## src/sram_wmask_defs.vh

```
// Constants for the byte-lane write masking block
`ifndef SRAM_WMASK_DEFS_VH
`define SRAM_WMASK_DEFS_VH
`define LANE_W        9
`define BEATS_PER_BURST 4
`define BEAT_CNT_W    2
`define LAST_BEAT     2'h3
`define BEAT_STEP     2'h1
`define ORG_18        1'b0
`define ORG_36        1'b1
`endif

```

## src/sram_lane_merge.v

```verilog
// Per-lane merge of a write beat into an old word under active-low lane masks
`default_nettype none
module sram_lane_merge #(
    parameter LANES = 4,
    parameter LW    = 9
) (
    // Old word, new beat and masks
    input  wire [LANES*LW-1:0] i_old,
    input  wire [LANES*LW-1:0] i_new,
    input  wire [LANES-1:0]    i_mask_n,
    // Merged word
    output wire [LANES*LW-1:0] o_merged,
    output wire                o_any
);
    genvar g;
    // Each lane taken from the beat only when its mask is low
    generate
        for (g = 0; g < LANES; g = g + 1) begin : lane
            assign o_merged[g*LW +: LW] = i_mask_n[g] ? i_old[g*LW +: LW]
                                                      : i_new[g*LW +: LW];
        end
    endgenerate
    assign o_any = ~&i_mask_n;
endmodule // sram_lane_merge
`default_nettype wire

```

## src/sram_byte_write_mask.v

```verilog
// Write port of a burst SRAM with byte-lane write masking
`include "sram_wmask_defs.vh"
`default_nettype none
// Functional notes
// - 18-bit: both masks high stores nothing
// - 36-bit: all masks low stores whole beat
// - 36-bit: only mask 0 low stores [8:0]
// - 36-bit: masks 1..3 gate upper lanes
// - 36-bit: all masks high writes nothing
// - Masks evaluated per beat, both clock rises
// - Masks apply only inside write data beats
// - Beats at t+1, t+2, addresses A..A+3
// - Beats registered on both clock rises
// - Back-to-back write request is ignored
module sram_byte_write_mask #(
    parameter ADDR_W = 6,
    parameter ORG    = `ORG_36,
    parameter LANES  = 4
) (
    // Clock and reset
    input  wire                       i_clk,
    input  wire                       i_resetn,
    // Beat phase: low for the true-clock rise, high for the complementary rise
    input  wire                       i_beat_phase,
    // Write request with latched burst address
    input  wire                       i_write_port_select_n,
    input  wire [ADDR_W-1:0]          i_addr,
    // Write data and lane masks
    input  wire [LANES*`LANE_W-1:0]   i_data,
    input  wire                       i_lane_mask_0_n,
    input  wire                       i_lane_mask_1_n,
    input  wire                       i_lane_mask_2_n,
    input  wire                       i_lane_mask_3_n,
    // Read-back port of the array
    input  wire [ADDR_W-1:0]          i_rd_addr,
    output reg  [LANES*`LANE_W-1:0]   o_rd_data,
    // Status
    output reg                        o_write_active,
    output reg                        o_write_ignored
);
    // ----------------------------------------
    // Sizes and sequencer states
    // ----------------------------------------
    localparam DW     = LANES*`LANE_W;
    localparam S_IDLE = 1'b0;             // Waiting for a request on a true rise
    localparam S_DATA = 1'b1;             // Wait slot, then the four data beats

    // ----------------------------------------
    // Lane decode
    // ----------------------------------------
    // Mask level of one lane; lanes outside the organisation never write
    function lane_off;
        input [3:0]   masks;
        input integer lane;
        input         org;
        begin
            if (lane > 3)
                lane_off = 1'b1;
            else if ((org == `ORG_18) && (lane > 1))
                lane_off = 1'b1;
            else
                lane_off = masks[lane];
        end
    endfunction

    // ----------------------------------------
    // Declarations
    // ----------------------------------------
    // Reset release flops and the released copy
    reg  [1:0]             rst_sync;
    wire                   rst_n;
    // Sequencer registers and their next values
    reg                    state;
    reg                    next_state;
    reg  [`BEAT_CNT_W-1:0] beat;
    reg  [`BEAT_CNT_W-1:0] next_beat;
    reg  [ADDR_W-1:0]      base;
    reg  [ADDR_W-1:0]      next_base;
    reg                    beat_wait;
    reg                    next_beat_wait;
    reg                    req_prev;
    reg                    next_req_prev;
    reg                    next_write_active;
    reg                    next_write_ignored;
    // Storage array; its contents survive reset
    reg  [DW-1:0]          mem [0:(1<<ADDR_W)-1];
    // Beat decode
    wire [3:0]             mask_all;
    wire [LANES-1:0]       mask_n;
    wire [ADDR_W-1:0]      waddr;
    wire [DW-1:0]          old_word;
    wire [DW-1:0]          merged;
    wire                   any_lane;
    wire                   req;
    wire                   take;
    wire                   beat_slot;
    wire                   last_beat;
    wire                   do_write;

    // ----------------------------------------
    // Reset release
    // ----------------------------------------
    // Assert at once, release two edges later so no flop sees a ragged edge
    always @(posedge i_clk or negedge i_resetn) begin
        if (!i_resetn)
            rst_sync <= 2'h0;
        else
            rst_sync <= {rst_sync[0], 1'b1};
    end
    assign rst_n = rst_sync[1];

    // ----------------------------------------
    // Request and beat decode
    // ----------------------------------------
    // Masks as one word, lane 0 in bit 0
    assign mask_all  = {i_lane_mask_3_n, i_lane_mask_2_n,
                        i_lane_mask_1_n, i_lane_mask_0_n};
    // A write request only counts on a true-clock rise
    assign req       = ~i_write_port_select_n & ~i_beat_phase;
    // Accepted only when idle and the previous true rise held no request
    assign take      = (state == S_IDLE) & req & ~req_prev;
    // Data slots of a burst: after the wait slot, one per clock rise
    assign beat_slot = (state == S_DATA) & ~beat_wait;
    assign last_beat = (beat == `LAST_BEAT);
    // Burst address walks A, A+1, A+2, A+3 and wraps with the array
    assign waddr     = base + {{(ADDR_W-`BEAT_CNT_W){1'b0}}, beat};
    assign old_word  = mem[waddr];
    // A beat with every lane masked leaves the word alone
    assign do_write  = beat_slot & any_lane;

    // Per-lane mask of this beat, high for lanes the organisation lacks
    genvar g;
    generate
        for (g = 0; g < LANES; g = g + 1) begin : mask_lane
            assign mask_n[g] = lane_off(mask_all, g, ORG);
        end
    endgenerate

    // ----------------------------------------
    // Lane merge
    // ----------------------------------------
    // Lanes with a low mask come from the beat, the rest from the old word
    sram_lane_merge #(
        .LANES (LANES),
        .LW    (`LANE_W)
    ) u_merge (
        .i_old    (old_word),
        .i_new    (i_data),
        .i_mask_n (mask_n),
        .o_merged (merged),
        .o_any    (any_lane)
    );

    // ----------------------------------------
    // Burst sequencer, next values
    // ----------------------------------------
    // Address on a true rise, wait slot, then four beats on successive rises
    always @* begin
        next_state         = state;
        next_beat          = beat;
        next_base          = base;
        next_beat_wait     = beat_wait;
        next_req_prev      = req_prev;
        next_write_active  = o_write_active;
        next_write_ignored = 1'b0;
        // Remember whether this true rise carried a request
        if (~i_beat_phase)
            next_req_prev = req;
        case (state)
            S_IDLE: begin
                if (take) begin
                    next_base         = i_addr;
                    next_beat         = {`BEAT_CNT_W{1'b0}};
                    next_beat_wait    = 1'b1;
                    next_state        = S_DATA;
                    next_write_active = 1'b1;
                end else if (req) begin
                    // Request right after another one is dropped
                    next_write_ignored = 1'b1;
                end
            end
            S_DATA: begin
                if (beat_wait) begin
                    // Complementary rise of the address cycle carries no data
                    next_beat_wait = 1'b0;
                end else begin
                    next_beat = beat + `BEAT_STEP;
                    if (last_beat) begin
                        next_state        = S_IDLE;
                        next_write_active = 1'b0;
                    end
                end
                // No second burst is queued behind a running one
                if (req)
                    next_write_ignored = 1'b1;
            end
            default: begin
                next_state        = S_IDLE;
                next_write_active = 1'b0;
            end
        endcase
    end

    // ----------------------------------------
    // Burst sequencer, registers
    // ----------------------------------------
    always @(posedge i_clk or negedge rst_n) begin
        if (!rst_n) begin
            state           <= S_IDLE;
            beat            <= {`BEAT_CNT_W{1'b0}};
            base            <= {ADDR_W{1'b0}};
            beat_wait       <= 1'b0;
            req_prev        <= 1'b0;
            o_write_active  <= 1'b0;
            o_write_ignored <= 1'b0;
        end else begin
            state           <= next_state;
            beat            <= next_beat;
            base            <= next_base;
            beat_wait       <= next_beat_wait;
            req_prev        <= next_req_prev;
            o_write_active  <= next_write_active;
            o_write_ignored <= next_write_ignored;
        end
    end

    // ----------------------------------------
    // Array write
    // ----------------------------------------
    // One beat per rise, each lane stored only under its own low mask
    always @(posedge i_clk) begin
        if (rst_n && do_write)
            mem[waddr] <= merged;
    end

    // ----------------------------------------
    // Read-back port
    // ----------------------------------------
    // Registered read for observation, one clock behind the address
    always @(posedge i_clk or negedge rst_n) begin
        if (!rst_n)
            o_rd_data <= {DW{1'b0}};
        else
            o_rd_data <= mem[i_rd_addr];
    end
endmodule // sram_byte_write_mask
`default_nettype wire

```

## config.mk

```make
export PLATFORM = sky130hd
export DESIGN_NAME = sram_byte_write_mask
export DESIGN_NICKNAME = d
export VERILOG_FILES = /design/src/sram_lane_merge.v /design/src/sram_byte_write_mask.v
export VERILOG_INCLUDE_DIRS = /design/src
export SDC_FILE = /design/constraint.sdc
export NUM_CORES = 2
export LEC_CHECK = 0
export ABC_AREA = 1
export BUFFER_PORTS_ARGS = -buffer_cell sky130_fd_sc_hd__clkbuf_2
export CAP_MARGIN = 15
export CORE_ASPECT_RATIO = 0.8
export CORE_UTILIZATION = 35
export CTS_BUF_LIST = sky130_fd_sc_hd__clkbuf_4 sky130_fd_sc_hd__clkbuf_8
export DETAILED_ROUTE_END_ITERATION = 6
export PLACE_DENSITY = 0.56
export SYNTH_ARGS = -nofsm -noshare
export SYNTH_HDL_FRONTEND = slang
export SYNTH_SLANG_ARGS = --single-unit
```

## constraint.sdc

```tcl
create_clock -name i_clk -period 2.2 [get_ports i_clk]
set_input_delay 0.44 -clock i_clk [delete_from_list [all_inputs] [get_ports i_clk]]
set_output_delay 0.44 -clock i_clk [all_outputs]
set_load 0.01 [all_outputs]
```

==> flow_metrics.py <==
metrics = {
    "pwr": {
        "clkPwrFrac": 0.356,
        "p_comb_frac": 0.154,
        "p_seq_frac": 0.489,
        "sw_frac_of_total": 0.273,
        "p_switching_w": 0.0280,
        "p_leak_nw": 43.5,
        "vdd.ir_drop.worst_v": 0.000548,
        "power_density_nw_per_um2": 851,
        "p_int_w": 0.0747,
    },
    "placed_design": {
        "hpwlAfterDp_um": 220000,
        "placed_cell_area_um2": 111000,
        "pre_cts_slack_ns": -0.577,
        "place_congestion": 0.909,
        "numPortBuffers": 93,
    },
    "timing": {
        "rsz0062_at_grt": "true",
        "setup_ws_ns": -0.586,
        "slew_violations": 0,
        "max_freq_ghz": 0.359,
        "min_period_ns": 2.79,
        "worst_pin_slew_ns": 1.05,
        "totalNegativeSetupSlack_ns": -977.43,
        "setup_viol": 2304,
        "post-route-period-util": 1.27,
        "fin_worst_skew_ns": 0.0652,
        "maxSlewHeadroom": 0.302,
        "hold_viol_final": 0,
    },
    "layout": {
        "fin_area_um2": 121000,
        "drive_above_1_share": 0.218,
        "final_util": 0.449,
        "syn_to_final_growth_pct": 27.1,
        "num-nets-final": 9090,
    },
    "routing": {
        "ant_nets": 0,
        "wl_um": 324000,
        "wl_per_cell_um": 25.1,
        "viasPerCell": 5.28,
        "drt_pass1_iterations": 6,
        "vias": 68300,
        "post-route-drc-count": 0,
        "drt_iter0_drc": 8719,
    },
    "synth": {
        "postSynthAreaPerCell_um2": 11.9,
        "synth_area_um2": 95000,
        "synth_fp_nets": 8066,
        "synth_flop_cell": "edfxtp_1",
        "synthArstFlopShare": 0.0217,
        "syn_inst": 8006,
        "synth.top_cells.by_area": "edfxtp_1 73%, nand3_1 11%, nand2_1 10%, buf_2 1.6%, dfrtp_1 1.3%",
        "synth_common_cells": "2634 x nand2_1, 2304 x edfxtp_1, 2106 x nand3_1",
        "synth_enable_flop_cells": 2304,
        "ys_types": 26,
        "seq_area_frac_synth": 0.742,
        "yosysWarnings": 0,
        "synth-seq-cells": 2355,
        "yosysMostFrequentCell": "nand2_1",
        "synth_top_area_cell": "edfxtp_1",
        "synth.top_cell.area_share": 0.728,
    },
    "status": {
        "status": "finished with violations",
        "failed_checks": "negative setup slack",
    },
    "clock_network": {
        "clk_path_buf_depth": 4,
        "numCtsBuffers": 369,
        "cts_tree": "yes",
        "clkTransAtPathRegs_ns": 0.06,
        "root_buffer": "clkbuf_8",
        "clk_latency_ns": 1.03,
        "htreeDepth": 5,
        "cts.sinks": 2355,
    },
    "floorplanning": {
        "fp.dieW_um": 584,
        "die-height_um": 468,
        "io_pins": 94,
        "core_um2": 269000,
        "initial_utilization": 0.353,
        "dieArea_um2": 274000,
        "rows": 170,
    },
    "hold_path": {
        "hold_class": "input port to register",
    },
    "flow_run": {
        "maxCapViolations": 0,
    },
    "global_routing": {
        "grt-ovfl-total": 0,
        "grt_usage": 0.233,
        "grt_pass1_vias": 65400,
        "met3_usage": 0.0601,
        "grt_use_met1": 0.342,
        "busiest_layer": "met1",
        "groute.layer.met2.usage": 0.339,
        "grt_pass1_wl_um": 461000,
        "grt_max_degree": 76,
        "antenna_found_initial": 14,
    },
    "critical_path": {
        "end_kind": "register",
        "critical_path_class": "register to register",
        "cp-start-kind": "register",
        "cp_data_required_time_ns": 2.91,
        "worstPathMaxFanout": 9,
        "arrival_ns": 3.50,
    },
}
==> final cells by class <==
cell class / count / area, um2
clock buffer: 487 / 6030
clock inverter: 170 / 1080
antenna: 2 / 5.00
tap: 3612 / 4520
sequential: 2355 / 70500
multi-input combinational: 5120 / 23800
fill: 24300 / 148000
inverter: 21 / 125
timing repair buffer: 1163 / 14700
==> worst max-delay path: stages, from the launching register on <==
cell and delay, ns:
dfrtp_1 0.39, ha_2 0.21, fa_2 0.40, xor2_4 0.19, inv_2 0.10, nand2_4 0.07, nor2_4 0.19, buf_4 0.16
nand4_1 0.18, buf_4 0.23, nor2_2 0.18, buf_12 0.17
==> sequential cells by signal (all words and copies together), names as in the netlist <==
| signal | cells |
|---|---|
| o_write_active | 1 |
| beat_wait | 1 |
| o_rd_data | 36 |
| mem | 2304 |
| base | 6 |
| o_write_ignored | 1 |
| req_prev | 1 |
| rst_sync | 2 |
| state | 1 |
| beat | 2 |
==> power groups by stage <==
stage | Clock, W | Sequential [W] | Combinational (W)
after detailed placement | 0 | 0.0512 | 0.0136
after global routing | 0.0390 | 0.0503 | 0.0165
final | 0.0366 | 0.0503 | 0.0158
after CTS | 0.0372 | 0.0503 | 0.0151
after global placement | 0 | 0.0512 | 0.0136
after floorplan | 0 | 0.0512 | 0.00544
==> layout by cell type (no fill, tap or decap), types with 10 or more instances in the layout <==
cell type | synthesis | routed
buf_12 | 0 | 432
buf_16 | 0 | 11
buf_4 | 15 | 512
buf_6 | 1 | 81
bufinv_16 | 0 | 10
clkbuf_2 | 0 | 87
clkbuf_4 | 0 | 108
clkbuf_8 | 0 | 379
clkinv_1 | 1 | 91
clkinv_2 | 1 | 51
dfrtp_1 | 51 | 50
dlygate4sd3_1 | 0 | 28
edfxtp_1 | 2304 | 2304
inv_1 | 12 | 10
nand2_1 | 2634 | 2623
nand3_1 | 2106 | 2105
nand4_1 | 65 | 65
nor2_2 | 0 | 114
nor2_4 | 0 | 181
==> logic make-up after synthesis <==
group	share of synthesized area
AO/OA/AOI/OAI	0.000448
XOR/XNOR	0.000184
adder cells (fa/ha/maj)	0.000606
buffers and inverters	0.0270
flip-flops	0.742
other	0.0000395
AND/OR/NAND/NOR	0.230
==> metrics by stage <==
step / cells / hold slack (ns) / total power, W
after global routing: 12900 / 0.0214 / 0.106
final: 12900 / 0.0697 / 0.103
after detailed placement: 12100 / 0.234 / 0.0648
after floorplan: 8006 / 0.144 / 0.0566
after global placement: 12100 / 0.228 / 0.0648
after CTS: 12900 / 0.00616 / 0.102
==> per-layer routing <==
layer / wire length (um) / vias up
met5: 13 / -
met3: 37000 / 527
li1: - / 30600
met2: 138000 / 3734
met1: 140000 / 33500
met4: 9390 / 2
==> timing repair <==
action / CTS / global route
gates resized for setup: 182 / 84
hold buffers: 28 / 0
hold endpoints to repair: 243 / 0
pin swaps: 95 / 44
gates cloned: 42 / 14
setup endpoints to repair: 2304 / 2304
buffers inserted: 67 / 17
==> final timing paths <==
check,from,end,slack (ns),depth (start not counted)
worst min register to register,rst_sync[0]$_DFF_PN0_,rst_sync[1]$_DFF_PN0_,0.35,0
worst max-delay path,base[0]$_DFFE_PN0P_,mem[50][13]$_DFFE_PP_,-0.59,11
max in group asynchronous,rst_sync[1]$_DFF_PN0_,o_rd_data[32]$_DFF_PN0_,0.80,2
min in group asynchronous,i_resetn,rst_sync[1]$_DFF_PN0_,0.32,3
worst min-delay path,i_data[32],mem[9][32]$_DFFE_PP_,0.07,1
worst max register to register,base[0]$_DFFE_PN0P_,mem[50][13]$_DFFE_PP_,-0.59,11
(Power assumes the default switching activity.)
